### src/rtl/nsw_pkg.sv
package nsw_pkg;
   localparam logic [7:0] NSW_OFF_CTRL = 8'h00;
   localparam logic [7:0] NSW_OFF_KEY = 8'h04;
   localparam logic [7:0] NSW_OFF_ADDR_LO = 8'h08;
   localparam logic [7:0] NSW_OFF_ADDR_HI = 8'h0C;
   localparam logic [7:0] NSW_OFF_DATA_LO = 8'h10;
   localparam logic [7:0] NSW_OFF_DATA_HI = 8'h14;
   localparam logic [7:0] NSW_OFF_IRQ = 8'h18;

   // control register fields
   localparam int NSW_CTRL_ERASE_SEL = 0;
   localparam int NSW_CTRL_WRITE_ALLOW = 1;
   localparam int NSW_CTRL_WRITE_START = 2;
   localparam int NSW_CTRL_CFG_SEL = 3;
   // interrupt/status register fields
   localparam int NSW_IRQ_DONE_FLAG = 0;
   localparam int NSW_IRQ_DONE_IE = 1;
   localparam int NSW_IRQ_BUSY = 2;

   localparam logic [7:0] NSW_KEY_FIRST = 8'h55;
   localparam logic [7:0] NSW_KEY_SECOND = 8'hAA;

   localparam logic [14:0] NSW_FLASH_TOP = 15'h17FF;
   localparam logic [14:0] NSW_UID_TOP = 15'h0003;
   localparam logic [14:0] NSW_EE_BASE = 15'h7000;
   localparam logic [14:0] NSW_EE_TOP = 15'h70FF;

   localparam logic [7:0] NSW_RST_BYTE = 8'h00;
   localparam logic [31:0] NSW_RST_WORD = 32'h0000_0000;

   localparam int NSW_CLK_NS = 10;
   localparam int NSW_EE_WRITE_US = 4000;
   localparam int NSW_ROW_ERASE_US = 2000;
   localparam int NSW_EE_WRITE_CYC = NSW_EE_WRITE_US * 1000 / NSW_CLK_NS;
   localparam int NSW_ROW_ERASE_CYC = NSW_ROW_ERASE_US * 1000 / NSW_CLK_NS;
   localparam int NSW_TMR_W = 20;

   typedef enum logic [1:0] {
      NSW_KEY_IDLE,
      NSW_KEY_GOT_FIRST,
      NSW_KEY_ARMED
   } nsw_key_t;

   typedef enum logic [1:0] {
      NSW_OP_IDLE,
      NSW_OP_EE,
      NSW_OP_ERASE
   } nsw_op_t;

   typedef struct packed {
      logic valid;
      logic ee_write;
      logic uid_space;
      logic [14:0] addr;
      logic [7:0] data;
   } nsw_mem_cmd_t;
endpackage : nsw_pkg

### src/rtl/nsw_op_timer.sv
`timescale 1ns/10ps
module nsw_op_timer (
   input wire logic pclk,
   input wire logic presetn,
   input wire logic load,
   input wire logic [nsw_pkg::NSW_TMR_W-1:0] load_val,
   output logic busy,
   output logic done
);
   logic [nsw_pkg::NSW_TMR_W-1:0] cnt_q;

   always_ff @(posedge pclk or negedge presetn) begin
      if (!presetn) begin
         cnt_q <= '0;
      end else if (load) begin
         cnt_q <= load_val;
      end else if (cnt_q != '0) begin
         cnt_q <= cnt_q - 1'b1;
      end
   end

   assign busy = (cnt_q != '0);
   // last cycle of the count; load is never seen while busy
   assign done = (cnt_q == {{(nsw_pkg::NSW_TMR_W-1){1'b0}}, 1'b1});
endmodule : nsw_op_timer

### src/rtl/nsw_sequencer.sv
// The APB slave port and the register addresses were left to the implementer.
`timescale 1ns/10ps
module nsw_sequencer #(
   parameter int unsigned EE_WRITE_CYC = nsw_pkg::NSW_EE_WRITE_CYC,
   parameter int unsigned ROW_ERASE_CYC = nsw_pkg::NSW_ROW_ERASE_CYC
) (
   input wire logic pclk,
   input wire logic presetn,
   input wire logic psel,
   input wire logic penable,
   input wire logic pwrite,
   input wire logic [7:0] paddr,
   input wire logic [31:0] pwdata,
   output logic [31:0] prdata,
   output logic pready,
   output logic pslverr,
   input wire logic code_protect,
   input wire logic row_write_protect,
   output nsw_pkg::nsw_mem_cmd_t mem_cmd,
   output logic cpu_stall,
   output logic nvm_irq
);
   nsw_pkg::nsw_key_t key_q;
   nsw_pkg::nsw_op_t op_q;
   nsw_pkg::nsw_mem_cmd_t mem_cmd_q;
   logic erase_sel_q;
   logic write_allow_q;
   logic write_start_q;
   logic config_space_select_q;
   logic [7:0] nvm_addr_low_q;
   logic [6:0] nvm_addr_high_q;
   logic [7:0] nvm_data_low_q;
   logic [5:0] nvm_data_high_q;
   logic nvm_done_flag_q;
   logic nvm_done_irq_enable_q;
   logic [31:0] prdata_q;

   logic mapped;
   logic wr_acc;
   logic rd_setup;
   logic ctrl_wr;
   logic key_wr;
   logic irq_wr;
   logic [14:0] tgt_addr;
   logic new_cfg;
   logic new_erase;
   logic new_allow;
   logic go_req;
   logic legal_go;
   logic ee_hit;
   logic uid_hit;
   logic flash_hit;
   logic start_ee;
   logic start_erase;
   logic op_start;
   logic tmr_busy;
   logic tmr_done;
   logic [nsw_pkg::NSW_TMR_W-1:0] tmr_val;

   // ---------------- bus decode ----------------
   always_comb begin
      unique case (paddr)
         nsw_pkg::NSW_OFF_CTRL,
         nsw_pkg::NSW_OFF_KEY,
         nsw_pkg::NSW_OFF_ADDR_LO,
         nsw_pkg::NSW_OFF_ADDR_HI,
         nsw_pkg::NSW_OFF_DATA_LO,
         nsw_pkg::NSW_OFF_DATA_HI,
         nsw_pkg::NSW_OFF_IRQ: mapped = 1'b1;
         default: mapped = 1'b0;
      endcase
   end

   // zero wait states: read data is captured in the setup cycle
   assign pready = 1'b1;
   assign pslverr = psel & penable & ~mapped;
   assign wr_acc = psel & penable & pwrite & mapped;
   assign rd_setup = psel & ~penable & ~pwrite;
   assign ctrl_wr = wr_acc & (paddr == nsw_pkg::NSW_OFF_CTRL);
   assign key_wr = wr_acc & (paddr == nsw_pkg::NSW_OFF_KEY);
   assign irq_wr = wr_acc & (paddr == nsw_pkg::NSW_OFF_IRQ);

   assign tgt_addr = {nvm_addr_high_q, nvm_addr_low_q};
   assign new_cfg = pwdata[nsw_pkg::NSW_CTRL_CFG_SEL];
   assign new_erase = pwdata[nsw_pkg::NSW_CTRL_ERASE_SEL];
   assign new_allow = pwdata[nsw_pkg::NSW_CTRL_WRITE_ALLOW];

   // ---------------- unlock tracking ----------------
   // first key write, then second key arms; any other mapped write returns to idle
   always_ff @(posedge pclk or negedge presetn) begin
      if (!presetn) begin
         key_q <= nsw_pkg::NSW_KEY_IDLE;
      end else if (wr_acc) begin
         if (key_wr && pwdata[7:0] == nsw_pkg::NSW_KEY_FIRST) begin
            key_q <= nsw_pkg::NSW_KEY_GOT_FIRST;
         end else if (key_wr && key_q == nsw_pkg::NSW_KEY_GOT_FIRST &&
                      pwdata[7:0] == nsw_pkg::NSW_KEY_SECOND) begin
            key_q <= nsw_pkg::NSW_KEY_ARMED;
         end else begin
            key_q <= nsw_pkg::NSW_KEY_IDLE;
         end
      end
   end

   // ---------------- start qualification ----------------
   // start only from the armed key state
   assign go_req = ctrl_wr & pwdata[nsw_pkg::NSW_CTRL_WRITE_START] &
                   (key_q == nsw_pkg::NSW_KEY_ARMED) &
                   (op_q == nsw_pkg::NSW_OP_IDLE);
   assign legal_go = go_req & new_allow & ~code_protect;

   assign ee_hit = new_cfg & (tgt_addr >= nsw_pkg::NSW_EE_BASE) &
                   (tgt_addr <= nsw_pkg::NSW_EE_TOP);
   assign uid_hit = new_cfg & new_erase &
                    (tgt_addr <= nsw_pkg::NSW_UID_TOP);
   assign flash_hit = ~new_cfg & new_erase &
                      (tgt_addr <= nsw_pkg::NSW_FLASH_TOP);

   assign start_ee = legal_go & ee_hit;
   // only erase-select starts a row erase
   assign start_erase = legal_go &
                        (uid_hit | (flash_hit & ~row_write_protect));
   assign op_start = start_ee | start_erase;

   assign tmr_val = start_ee ? EE_WRITE_CYC[nsw_pkg::NSW_TMR_W-1:0]
                             : ROW_ERASE_CYC[nsw_pkg::NSW_TMR_W-1:0];

   nsw_op_timer u_timer (
      .pclk(pclk),
      .presetn(presetn),
      .load(op_start),
      .load_val(tmr_val),
      .busy(tmr_busy),
      .done(tmr_done)
   );

   // ---------------- operation state ----------------
   always_ff @(posedge pclk or negedge presetn) begin
      if (!presetn) begin
         op_q <= nsw_pkg::NSW_OP_IDLE;
      end else begin
         unique case (op_q)
            nsw_pkg::NSW_OP_IDLE: begin
               if (start_ee) begin
                  op_q <= nsw_pkg::NSW_OP_EE;
               end else if (start_erase) begin
                  op_q <= nsw_pkg::NSW_OP_ERASE;
               end
            end
            nsw_pkg::NSW_OP_EE,
            nsw_pkg::NSW_OP_ERASE: begin
               if (tmr_done) begin
                  op_q <= nsw_pkg::NSW_OP_IDLE;
               end
            end
            default: op_q <= nsw_pkg::NSW_OP_IDLE;
         endcase
      end
   end

   // EEPROM write lets the CPU run
   assign cpu_stall = (op_q == nsw_pkg::NSW_OP_ERASE);

   // ---------------- control register ----------------
   // write-allow only changes by software
   always_ff @(posedge pclk or negedge presetn) begin
      if (!presetn) begin
         erase_sel_q <= 1'b0;
         write_allow_q <= 1'b0;
         config_space_select_q <= 1'b0;
      end else if (ctrl_wr) begin
         erase_sel_q <= new_erase;
         write_allow_q <= new_allow;
         config_space_select_q <= new_cfg;
      end
   end

   // software cannot clear an active write-start
   always_ff @(posedge pclk or negedge presetn) begin
      if (!presetn) begin
         write_start_q <= 1'b0;
      end else if (op_start) begin
         write_start_q <= 1'b1;
      end else if (tmr_done) begin
         write_start_q <= 1'b0;
      end
   end

   // ---------------- address and data ----------------
   always_ff @(posedge pclk or negedge presetn) begin
      if (!presetn) begin
         nvm_addr_low_q <= nsw_pkg::NSW_RST_BYTE;
         nvm_addr_high_q <= nsw_pkg::NSW_RST_BYTE[6:0];
         nvm_data_low_q <= nsw_pkg::NSW_RST_BYTE;
         nvm_data_high_q <= nsw_pkg::NSW_RST_BYTE[5:0];
      end else if (wr_acc) begin
         if (paddr == nsw_pkg::NSW_OFF_ADDR_LO) begin
            nvm_addr_low_q <= pwdata[7:0];
         end
         if (paddr == nsw_pkg::NSW_OFF_ADDR_HI) begin
            nvm_addr_high_q <= pwdata[6:0];
         end
         if (paddr == nsw_pkg::NSW_OFF_DATA_LO) begin
            nvm_data_low_q <= pwdata[7:0];
         end
         if (paddr == nsw_pkg::NSW_OFF_DATA_HI) begin
            nvm_data_high_q <= pwdata[5:0];
         end
      end
   end

   // ---------------- completion flag ----------------
   // flag on completion, set wins over clear
   always_ff @(posedge pclk or negedge presetn) begin
      if (!presetn) begin
         nvm_done_flag_q <= 1'b0;
         nvm_done_irq_enable_q <= 1'b0;
      end else begin
         if (tmr_done) begin
            nvm_done_flag_q <= 1'b1;
         end else if (irq_wr && !pwdata[nsw_pkg::NSW_IRQ_DONE_FLAG]) begin
            nvm_done_flag_q <= 1'b0;
         end
         if (irq_wr) begin
            nvm_done_irq_enable_q <= pwdata[nsw_pkg::NSW_IRQ_DONE_IE];
         end
      end
   end

   assign nvm_irq = nvm_done_flag_q & nvm_done_irq_enable_q;

   // ---------------- memory command ----------------
   // erase command carries no latch reset
   // byte comes from the low data register
   always_ff @(posedge pclk or negedge presetn) begin
      if (!presetn) begin
         mem_cmd_q <= '0;
      end else begin
         mem_cmd_q.valid <= op_start;
         if (op_start) begin
            mem_cmd_q.ee_write <= start_ee;
            mem_cmd_q.uid_space <= new_cfg & ~start_ee;
            mem_cmd_q.addr <= tgt_addr;
            mem_cmd_q.data <= nvm_data_low_q;
         end
      end
   end

   assign mem_cmd = mem_cmd_q;

   // ---------------- read data ----------------
   // data pair reads as zero while protected
   always_ff @(posedge pclk or negedge presetn) begin
      if (!presetn) begin
         prdata_q <= nsw_pkg::NSW_RST_WORD;
      end else if (rd_setup) begin
         prdata_q <= nsw_pkg::NSW_RST_WORD;
         unique case (paddr)
            nsw_pkg::NSW_OFF_CTRL: begin
               prdata_q[nsw_pkg::NSW_CTRL_ERASE_SEL] <= erase_sel_q;
               prdata_q[nsw_pkg::NSW_CTRL_WRITE_ALLOW] <= write_allow_q;
               prdata_q[nsw_pkg::NSW_CTRL_WRITE_START] <= write_start_q;
               prdata_q[nsw_pkg::NSW_CTRL_CFG_SEL] <= config_space_select_q;
            end
            nsw_pkg::NSW_OFF_ADDR_LO: prdata_q[7:0] <= nvm_addr_low_q;
            nsw_pkg::NSW_OFF_ADDR_HI: prdata_q[6:0] <= nvm_addr_high_q;
            nsw_pkg::NSW_OFF_DATA_LO: begin
               if (!code_protect) begin
                  prdata_q[7:0] <= nvm_data_low_q;
               end
            end
            nsw_pkg::NSW_OFF_DATA_HI: begin
               if (!code_protect) begin
                  prdata_q[5:0] <= nvm_data_high_q;
               end
            end
            nsw_pkg::NSW_OFF_IRQ: begin
               prdata_q[nsw_pkg::NSW_IRQ_DONE_FLAG] <= nvm_done_flag_q;
               prdata_q[nsw_pkg::NSW_IRQ_DONE_IE] <= nvm_done_irq_enable_q;
               prdata_q[nsw_pkg::NSW_IRQ_BUSY] <= tmr_busy;
            end
            default: prdata_q <= nsw_pkg::NSW_RST_WORD;
         endcase
      end
   end

   assign prdata = prdata_q;
endmodule : nsw_sequencer
### config.mk
export PLATFORM = sky130hd
export DESIGN_NAME = nsw_sequencer
export DESIGN_NICKNAME = d
export VERILOG_FILES = /design/src/rtl/nsw_pkg.sv /design/src/rtl/nsw_op_timer.sv /design/src/rtl/nsw_sequencer.sv
export SDC_FILE = /design/constraint.sdc
export NUM_CORES = 1
export LEC_CHECK = 0
export BUFFER_PORTS_ARGS = -buffer_cell sky130_fd_sc_hd__buf_2
export CAP_MARGIN = 20
export CORE_AREA = 2 2 113 115
export CTS_BUF_LIST = sky130_fd_sc_hd__clkbuf_16
export DETAILED_ROUTE_END_ITERATION = 8
export DIE_AREA = 0 0 115 117
export HOLD_SLACK_MARGIN = 0.05
export PLACE_DENSITY_LB_ADDON = 0.12
export SYNTH_ARGS = -nofsm -noshare
export SYNTH_HDL_FRONTEND = slang
export SYNTH_SLANG_ARGS = --single-unit
### constraint.sdc
create_clock -name pclk -period 3.4 [get_ports pclk]
set_clock_uncertainty 0.05 [all_clocks]
set_input_delay 0.34 -clock pclk [delete_from_list [all_inputs] [get_ports pclk]]
set_output_delay 0.34 -clock pclk [all_outputs]
set_load 0.03 [all_outputs]
# [Word level (Yosys, flattened, before mapping)]
# Cells that the tools add are included.
[word_totals] output_inout_bits=62 inputBits=47 word_cells=112 regBits=93
[op_classes] mux=21 n_lt_le_gt_ge=4 n_eq_ne=15 reduce_logical=18 n_addsub=1 bitwise_logic=34
[op_table] cell="$mux W20" count=2
[op_table] cell="$and A1 B1 Y1" count=25
[op_table] cell="$eq A8 B5 Y1 const B" count=3
[op_table] cell="$eq A20 B1 Y1 const B" count=1
[op_table] cell="$reduce_bool A20 Y1" count=1
[op_table] cell="$sub A20 B1 Y20 const B" count=1
[op_table] cell="$mux W19" count=1
[op_table] cell="$pmux W3 S6" count=1
[op_table] cell="$eq A8 B4 Y1 const B" count=2
[op_table] cell="$ge A15 B15 Y1 const B" count=1
[op_table] cell="$le A15 B13 Y1 const B" count=1
[op_table] cell="$le A15 B15 Y1 const B" count=1
[op_table] cell="$le A15 B2 Y1 const B" count=1
[op_table] cell="$mux W2" count=5
[op_table] cell="$reduce_and A2 Y1" count=5
[op_table] cell="$eq A8 B3 Y1 const B" count=1
[op_table] cell="$eq A8 B7 Y1 const B" count=1
[op_table] cell="$eq A8 B8 Y1 const B" count=1
[op_table] cell="$logic_not A8 Y1" count=1
[op_table] cell="$mux W8" count=1
[op_table] cell="$pmux W2 S4" count=1
[op_table] cell="$not A1 Y1" count=7
[op_table] cell="$reduce_or A7 Y1" count=1
[op_table] cell="$mux W6" count=1
[op_table] cell="other kinds (15)" count=27

# [Depth between registers and ports, before layout]
# Gate-level depths: netlist of run 1.
[depth] ltp_word=14 ltp_mapped=8

# [Hierarchy]
# A second synthesis of run 1 with hierarchy kept.
[unflattened] cells_unflattened=444 area_unflattened_um2=4957.3
[by_module_without_submodules] module="nsw_sequencer" area_each_um2=3636.0 n_inst=1 cells_per_inst=295
[by_module_without_submodules] module="nsw_op_timer" area_each_um2=1321.3 n_inst=1 cells_per_inst=149

# [Least setup slack after synthesis of run 1]
# No wires, ideal clock.
[synth_timing] kind="reg-to-reg" from="register u_timer.cnt_q[9] (netlist name)" to="register op_q[1]" path_stages_with_launch=6 path_buffers=0 period_less_slack_ns=2.421 setup_slack_ns=0.979 t_arrival_ns=2.251 setup_time_ns=0.120 path_cell_list="dfrtp_1 or4_4 or4_4 o21ai_0 mux2_2 a31o_2"
[synth_between] elab_chain_len=3
[synth_lines] item="start, declared" line="nsw_op_timer.sv:10" source="logic [nsw_pkg::NSW_TMR_W-1:0] cnt_q;"
[synth_lines] item="start signal, assigned" line="nsw_op_timer.sv:16" source="cnt_q <= load_val;"
[synth_lines] item="start signal, assigned" line="nsw_op_timer.sv:18" source="cnt_q <= cnt_q - 1'b1;"
[synth_lines] item="$eq A20 B1 Y1" line="nsw_op_timer.sv:24" source="assign done = (cnt_q == {{(nsw_pkg::NSW_TMR_W-1){1'b0}}, 1'b1});"
[synth_lines] item="$ne A2 B2 Y1 (no source line)"
[synth_lines] item="$reduce_and A2 Y1 (no source line)"
[synth_lines] item="end signal, assigned" line="nsw_sequencer.sv:140" source="op_q <= nsw_pkg::NSW_OP_IDLE;"
[synth_lines] item="end signal, assigned" line="nsw_sequencer.sv:145" source="op_q <= nsw_pkg::NSW_OP_EE;"
[synth_lines] item="end signal, assigned" line="nsw_sequencer.sv:147" source="op_q <= nsw_pkg::NSW_OP_ERASE;"
[synth_lines] item="end, declared" line="nsw_sequencer.sv:24" source="nsw_pkg::nsw_op_t op_q;"
# Every way passes these cells.
# A chain may end at the register's enable or synchronous reset.

# [Worst setup path in the final report of run 1]
[layout_timing] from="register u_timer.cnt_q[9] (netlist name)" to="register prdata_q[2] (netlist: prdata[2])"
[layout_between] elab_chain_len=2
[layout_lines] item="$reduce_bool A20 Y1" line="nsw_op_timer.sv:22" source="assign busy = (cnt_q != '0);"
[layout_lines] item="$pmux W3 S6" line="nsw_sequencer.sv:258" source="unique case (paddr)"
[layout_lines] item="end signal, assigned" line="nsw_sequencer.sv:257" source="prdata_q <= nsw_pkg::NSW_RST_WORD;"
[layout_lines] item="end signal, assigned by index" line="nsw_sequencer.sv:260" source="prdata_q[nsw_pkg::NSW_CTRL_ERASE_SEL] <= erase_sel_q;"
[layout_lines] item="end signal, assigned by index" line="nsw_sequencer.sv:261" source="prdata_q[nsw_pkg::NSW_CTRL_WRITE_ALLOW] <= write_allow_q;"
[layout_lines] item="end, declared" line="nsw_sequencer.sv:36" source="logic [31:0] prdata_q;"
# Every way passes these cells.

==> results of run 1 <==
## flip-flops by register name, indices dropped and copies added, names as in the netlist, 2 cells and up
name             flops
u_timer.cnt_q       20
nvm_data_high_q      6
nvm_addr_low_q       8
key_q                2
op_q                 2
nvm_addr_high_q      7
prdata               8
mem_cmd             26
nvm_data_low_q       8
## path summary, 6_finish.rpt
kind,to
setup / recovery,prdata[2]$_DFFE_PN0P_
hold / removal,u_timer.cnt_q[4]$_DFFE_PN0P_
setup reg to reg,prdata[2]$_DFFE_PN0P_
hold reg to reg,write_start_q$_DFFE_PN0P_
max in group asynchronous,u_timer.cnt_q[19]$_DFFE_PN0P_
min in group pclk,nvm_addr_low_q[7]$_DFFE_PN0P_
## where the power goes
| part | total [mW] | internal (mW) | switching (mW) |
|---|---|---|---|
| Sequential | 1.13 | 1.12 | 0.0104 |
| Clock | 0.927 | 0.490 | 0.436 |
| Combinational | 0.182 | 0.0463 | 0.136 |
| Total | 2.24 | 1.66 | 0.583 |
## layout make-up
| type | instances | area, sq um |
|---|---|---|
| clock buffers | 9 | 225 |
| clock inverters | 7 | 41.3 |
| fillers | 1184 | 6930 |
| inverters | 12 | 45.0 |
| multi-input cells | 301 | 2200 |
| flip-flops and latches | 93 | 2330 |
| well taps | 150 | 188 |
| repair buffers | 66 | 350 |
## worst max-delay path, stage by stage (launching register included)
cell	delay, ns
dfrtp_1	0.39
or4_4	0.56
or4_4	0.59
or2_1	0.41
a32o_1	0.33
a22o_1	0.20
## through the flow
step / setup WS [ns] / instances
6_report: 0.760 / 638
5_1_grt: 0.670 / 638
4_1_cts: 0.756 / 638
3_5_place_dp: 0.764 / 622
3_3_place_gp: 0.777 / 622
2_1_floorplan: 0.979 / 448
## cell usage after synthesis, drive strengths merged, types with 3 or more instances
master and n:
buf 29, nor3 11, xnor2 4, clkbuf 13, inv 12, nor2 16, a21oi 11, mux2i 8
o21a 5, o31ai 4, o21ai 23, nand4b 3, ha 5, mux2 57, or3 6, nand4 6
nor3b 3, or4 6, xor2 6, and3 6, or2 7, nor4 8, nand3 9, o41ai 3
o221ai 5, dfrtp 93, nand2 23
## cell families (layout without fill, tap and decap cells)
group | Yosys count | after routing | synth area share
other | 2 | 25 | 0.00158
AOI/OAI and AO/OA | 76 | 76 | 0.108
and+or+nand+nor | 120 | 120 | 0.151
xor gates and xnor gates | 10 | 10 | 0.0184
DFF | 93 | 93 | 0.490
adders and majority gates | 5 | 5 | 0.0132
buffers and inverters | 54 | 94 | 0.0658
muxes | 65 | 65 | 0.152
## per-layer routing
layer / vias up / GRT usage / wire [um]
met2: 92 / 0.291 / 5600
met5: - / 0 / 0
met4: 0 / 0.0747 / 254
met3: 21 / 0.0381 / 497
li1: 1629 / - / -
met1: 1763 / 0.233 / 4940
==> qor.yml, run 1 <==
status: "finished clean"
syn_inst: 425
hold_violations: 0
setup_tns_ns: 0
synth_top_area_cell: "dfrtp_1"
cellPowerDensity_nw_per_um2: 416
antenna_found_initial: 0
final_cell_mix: "dfrtp_1 (93), buf_2 (58), mux2_2 (57), conb_1 (25), nand2_1 (23)"
antenna_left: 0
io_pins: 109
slew_headroom: 0.427
start_util: 0.386
cts_hold_buf: 0
final_nets: 535
synth_cell_types: 65
criticalPathCategory: "flip-flop to flip-flop"
power_leakage_nw: 2.56
synth_edf_count: 0
routed_via_density: 5.49
dpl-instance-area_sq_um: 5110
io_buffers: 59
grt_pass1_wl_mm: 18.2
dr_total_vias: 3505
coreArea_sq_um: 12300
synth_warnings: 0
dr.pass1.iters: 4
irDropWorstVdd_uv: 213
ys_seq_area_frac: 0.490
arrival_ns: 2.83
routed_wl_mm: 11.3
setup_violations: 0
htree_levels: 3
clock_latency_ns: 0.35
fin_util: 0.437
cts_sinks: 93
die_x_um: 115
rrSetupSlack_ns: 0.76
hold_ws_ns: 0.0281
worstMarginPinSlew_ns: 0.859
grt_overflow: 0
fin_crit_ns: 2.64
syn_area_sq_um: 4750
cts_tree: "built"
area_growth_pct: 13.2
numCtsBuffers: 9
rsz0062_at_grt: "no"
ctsResizeCount: 0
crit_fanout: 13
synthFlopType: "dfrtp_1"
cts_buffer_depth: 2
async_flop_share: 1.00
grt_pass1_vias: 3400
first_iter_violations: 180
synth_top_area_frac: 0.490
worstSetupStartpoint: "u_timer.cnt_q[9]$_DFFE_PN0P_"
cp.required_ns: 3.59
die_area_sq_um: 13500
grt_max_degree: 67
synth_area_leaders: "dfrtp_1 (49%), mux2_2 (14%), buf_4 (3.9%)"
rr_startpoint: "u_timer.cnt_q[9]$_DFFE_PN0P_"
min_path_type: "input port to async pin"
drc_errors: 0
maxSlewViolCount: 0
finalPower_mw: 2.24
antenna_cells: 0
avgSynthCellArea_sq_um: 11.2
clock.fmax_ghz: 0.379
worst_setup_path_end_kind: "flip-flop"
start_kind: "flip-flop"
fin_area_sq_um: 5380
min_period_over_period: 0.776
routabilityCongestion: 0.828
rows: 41
die_h_um: 117
grt_use_total: 0.179
clk_pin_slew_worst_paths_ns: 0.07
worstRegToRegCells: 5
clockRootBuffer: "clkbuf_16"
ys_seq_elements: 93
maxCapViolCount: 0
cts_setup_buffers: 0
drive_gt1_frac: 0.311
wire_per_inst_um: 17.7
place_hpwl_mm: 8.14
final_common_cell: "dfrtp_1"
Note: power is estimated with default switching activity, not from simulation.
==> run 2, diff against run 1 <==
==> constraint.sdc (replaced) <==
create_clock -name pclk -period 2.5 [get_ports pclk]
set_clock_uncertainty 0.05 [all_clocks]
set_input_delay 0.25 -clock pclk [delete_from_list [all_inputs] [get_ports pclk]]
set_output_delay 0.25 -clock pclk [all_outputs]
set_load 0.03 [all_outputs]
==> qor.yml, run 2 (synthesis results as in run 1) <==
fin_crit_ns: 2.43
coreArea_sq_um: 12300
drc_errors: 0
cp_common_cell: "or4_4"
final_nets: 558
maxSlewViolCount: 0
min_period_over_period: 0.971
path_buf_inv: 0
place_ws_ns: 0.0100
clockPowerShare: 0.443
die_h_um: 117
routabilityCongestion: 0.893
grt_pass1_wl_mm: 18.3
hp-start: "pwdata[7]"
largest_register_ffs: 26
comb_power_share: 0.081
p_sw_mw: 0.772
clock.fmax_ghz: 0.412
place_hpwl_mm: 8.73
clockRootBuffer: "clkbuf_16"
final_common_cell: "dfrtp_1"
grt_max_degree: 53
grt_use_total: 0.180
worst_setup_path_end_kind: "flip-flop"
worstMarginPinSlew_ns: 0.722
die_area_sq_um: 13500
cp.required_ns: 2.68
cts_buffer_depth: 2
crit_fanout: 7
start_kind: "flip-flop"
grt_overflow: 0
clk_pin_slew_worst_paths_ns: 0.07
arrival_ns: 2.61
rr_startpoint: "u_timer.cnt_q[14]$_DFFE_PN0P_"
start_util: 0.386
cts_sinks: 93
power_leakage_nw: 2.70
antenna_left: 0
dr_total_vias: 3523
hold_violations: 0
routed_wl_mm: 11.7
routed_via_density: 5.34
intPower_mw: 2.46
maxCapViolCount: 0
setup_violations: 0
wire_per_inst_um: 17.7
antenna_found_initial: 0
dr.pass1.iters: 4
slew_headroom: 0.518
area_growth_pct: 18.3
final_cell_mix: "dfrtp_1 (93), buf_2 (58), mux2_2 (57), buf_4 (28), conb_1 (25)"
cellPowerDensity_nw_per_um2: 574
drive_gt1_frac: 0.345
slowest_stage: "or4_4"
die_x_um: 115
cpPeakStageDelay_ns: 0.55
fillers: 1174
rrSetupSlack_ns: 0.07
clock_latency_ns: 0.35
whs_path_depth: 2
setup_ws_ns: 0.0722
cp_cell_sequence: "or4_4 -> or4_4 -> or2_1 -> a32o_1 -> a22o_1"
r2r-end: "prdata[2]$_DFFE_PN0P_"
cts_setup_buffers: 0
io_pins: 109
irDropWorstVdd_uv: 359
finalPower_mw: 3.23
rows: 41
htree_levels: 3
cp_top_family: "simple AND/OR/NAND/NOR gates"
hold_path_end: "nvm_addr_low_q[7]$_DFFE_PN0P_"
switching_share: 0.239
p_seq_frac: 0.476
first_iter_violations: 175
numCtsBuffers: 9
io_buffers: 59
criticalPathCategory: "flip-flop to flip-flop"
antenna_cells: 0
status: "finished clean"
min_path_type: "input port to flip-flop"
grt_pass1_vias: 3366
worstRegToRegCells: 5
cts_tree: "built"
==> run 2: layout make-up <==
class	count	area (sq um)	area share
sequential	93	2330	0.414
multi-input combinational	301	2220	0.394
timing repair buffer	89	542	0.0963
clock buffer	9	225	0.0400
tap	150	188	0.0334
clock inverter	6	80.1	0.0142
inverter	12	45.0	0.00801
==> run 2: stage by stage <==
stage	cells	hold WS [ns]	TNS, ns	util	cell area, sq um
final	660	0.142	0	0.457	5630
after global placement	644	0.221	0	0.430	5290
after detailed placement	644	0.227	0	0.430	5290
after floorplan	448	-0.0956	0	-	4840
after CTS	660	0.137	0	0.455	5610
after global routing	660	0.153	-0.0140	0.457	5630
==> run 2: worst max path at each step <==
stage,start,end,slack (ns),depth (start not counted)
3_5_place_dp,u_timer.cnt_q[9]$_DFFE_PN0P_,op_q[1]$_DFFE_PN0P_,0.01,5
5_1_grt,u_timer.cnt_q[14]$_DFFE_PN0P_,u_timer.cnt_q[19]$_DFFE_PN0P_,-0.01,6
2_1_floorplan,u_timer.cnt_q[9]$_DFFE_PN0P_,op_q[1]$_DFFE_PN0P_,0.08,5
6_report,u_timer.cnt_q[14]$_DFFE_PN0P_,prdata[2]$_DFFE_PN0P_,0.07,5
3_3_place_gp,u_timer.cnt_q[9]$_DFFE_PN0P_,op_q[1]$_DFFE_PN0P_,0.03,5
4_1_cts,u_timer.cnt_q[9]$_DFFE_PN0P_,op_q[1]$_DFFE_PN0P_,0.003,5
==> run 2: power by group through the flow <==
stage	clock network, mW	logic (mW)	registers [mW]
floorplan	0	0.151	1.59
global placement	0	0.258	1.57
detailed placement	0	0.261	1.57
CTS	1.46	0.263	1.54
global route	1.52	0.285	1.54
finish	1.43	0.260	1.54
==> run 2: per-layer routing <==
metal	GRT usage	vias to the layer above	wire (um)
met1	0.236	1731	5240
met2	0.293	90	5710
met5	0	-	0
met4	0.0851	0	300
li1	-	1679	-
met3	0.0294	23	412
==> run 2: repair_timing <==
action / 4_1_cts / 5_1_grt
gates resized for setup: 0 / 6
endpoints found under the hold margin: 41 / 0
endpoints found under the setup margin: 0 / 3
hold buffers: 1 / 0
==> run 3, diff against run 2 <==
--- a/config.mk
+++ b/config.mk
@@ -5,13 +5,13 @@
 export SDC_FILE = /design/constraint.sdc
 export NUM_CORES = 1
 export LEC_CHECK = 0
-export BUFFER_PORTS_ARGS = -buffer_cell sky130_fd_sc_hd__buf_2
 export CAP_MARGIN = 20
 export CORE_AREA = 2 2 113 115
 export CTS_BUF_LIST = sky130_fd_sc_hd__clkbuf_16
 export DETAILED_ROUTE_END_ITERATION = 8
 export DIE_AREA = 0 0 115 117
-export HOLD_SLACK_MARGIN = 0.05
+export DONT_BUFFER_PORTS = 1
+export HOLD_SLACK_MARGIN = 0.03
 export PLACE_DENSITY_LB_ADDON = 0.12
 export SYNTH_ARGS = -nofsm -noshare
 export SYNTH_HDL_FRONTEND = slang
==> qor.yml, run 3 (synthesis results as in run 1) <==
routed_via_density: 5.53
io_buffers: 0
grt_pass1_vias: 3383
cts_buffer_depth: 2
maxCapViolCount: 0
comb_power_share: 0.060
clock_latency_ns: 0.34
place_ws_ns: 0.0156
slowest_stage: "or4_4"
final_cell_mix: "dfrtp_1 (93), mux2_2 (57), conb_1 (25), nand2_1 (23), buf_4 (23)"
setup_ws_ns: 0.0785
antenna_left: 0
area_growth_pct: 12.1
worstSetupStartpoint: "u_timer.cnt_q[9]$_DFFE_PN0P_"
cpPeakStageDelay_ns: 0.55
final_common_cell: "dfrtp_1"
start_util: 0.386
min_path_type: "input port to flip-flop"
setup_violations: 0
antenna_cells: 0
dr.pass1.iters: 4
clock.fmax_ghz: 0.413
die_x_um: 115
fillers: 1198
worst_setup_path_end_kind: "flip-flop"
worstMarginPinSlew_ns: 0.680
routabilityCongestion: 0.816
cts_sinks: 93
irDropWorstVdd_uv: 259
cellPowerDensity_nw_per_um2: 565
status: "finished clean"
finalPower_mw: 3.01
numCtsBuffers: 9
coreArea_sq_um: 12300
htree_levels: 3
setup_tns_ns: 0
grt_use_total: 0.192
first_iter_violations: 233
rows: 41
multi_input_area_sq_um: 2210
cp_common_cell: "or4_4"
start_kind: "flip-flop"
cp.required_ns: 2.68
rsz0062_at_grt: "no"
grt_pass1_wl_mm: 19.5
maxSlewViolCount: 0
power_leakage_nw: 2.42
grt_max_degree: 94
grt_overflow: 0
place_hpwl_mm: 8.51
criticalPathCategory: "flip-flop to flip-flop"
switching_share: 0.253
drc_errors: 0
dr_total_vias: 3345
drive_gt1_frac: 0.246
clockPowerShare: 0.419
die_h_um: 117
largest_register_ffs: 26
final_nets: 502
die_area_sq_um: 13500
cts_tree: "built"
rr_startpoint: "u_timer.cnt_q[9]$_DFFE_PN0P_"
clockRootBuffer: "clkbuf_16"
fin_util: 0.433
crit_fanout: 6
hold_violations: 0
fin_crit_ns: 2.42
antenna_found_initial: 0
routed_wl_mm: 12.3
hp-start: "pwdata[5]"
io_pins: 109
intPower_mw: 2.25
p_seq_frac: 0.521
arrival_ns: 2.61
final-seq-area_sq_um: 2330
min_period_over_period: 0.969
p_sw_mw: 0.764
wire_per_inst_um: 20.3
cts_setup_buffers: 0
slew_headroom: 0.548
cp_cell_sequence: "or4_4 -> or4_4 -> o21ai_1 -> mux2_2 -> a31o_2"
clk_pin_slew_worst_paths_ns: 0.07
[run 3: cell type report]
type	instances	area share
clock buffer	9	0.0423
clock inverter	7	0.00798
inverter	12	0.00845
multi-input combinational	301	0.415
sequential	93	0.437
tap	150	0.0352
timing repair buffer	33	0.0545
[run 3: path summary, 6_finish.rpt]
check / slack (ns) / depth (start not counted) / end
setup / recovery: 0.08 / 5 / op_q[1]$_DFFE_PN0P_
hold / removal: 0.04 / 3 / key_q[0]$_DFFE_PN0N_
setup reg to reg: 0.08 / 5 / op_q[1]$_DFFE_PN0P_
hold reg to reg: 0.44 / 2 / write_start_q$_DFFE_PN0P_
max in group asynchronous: 1.58 / 2 / mem_cmd[1]$_DFFE_PN0P_
min in group asynchronous: 0.41 / 2 / u_timer.cnt_q[15]$_DFFE_PN0P_
[run 3: metrics by stage]
step           area [sq um]  hold slack [ns]  std cells
6_report               5330           0.0436        605
2_1_floorplan          4840          -0.0956        448
5_1_grt                5330           0.0571        605
3_5_place_dp           4940          -0.0924        579
4_1_cts                5320           0.0330        605
3_3_place_gp           4940          -0.0924        579
[run 3: power groups by stage]
stage	logic (mW)	clock network [mW]	registers (mW)
detailed placement	0.125	0	1.60
floorplan	0.151	0	1.59
global placement	0.123	0	1.60
finish	0.181	1.26	1.57
global route	0.200	1.37	1.57
CTS	0.184	1.30	1.57
[run 3: timing repair]
item / in CTS / in global routing
hold buffers: 10 / 0
gates resized for setup: 0 / 3
hold endpoints to repair: 127 / 0
setup endpoints to repair: 0 / 2
[run 3: worst max-delay path, delay by kind of cell, from the launching register on]
family / cells / cell delay [ns]
mux: 1 / 0.35
simple gates: 2 / 1.09
compound gates: 2 / 0.42
flops: 1 / 0.40
[run 3: metal layers]
metal  vias to the layer above  wire [um]  global-route usage  share of wire
li1                       1563          -                   -              -
met1                      1693       5370               0.247           0.44
met2                        81       6320               0.324           0.52
met3                         8        475              0.0350          0.039
met4                         0        103              0.0715         0.0084
met5                         -          0                   0              0
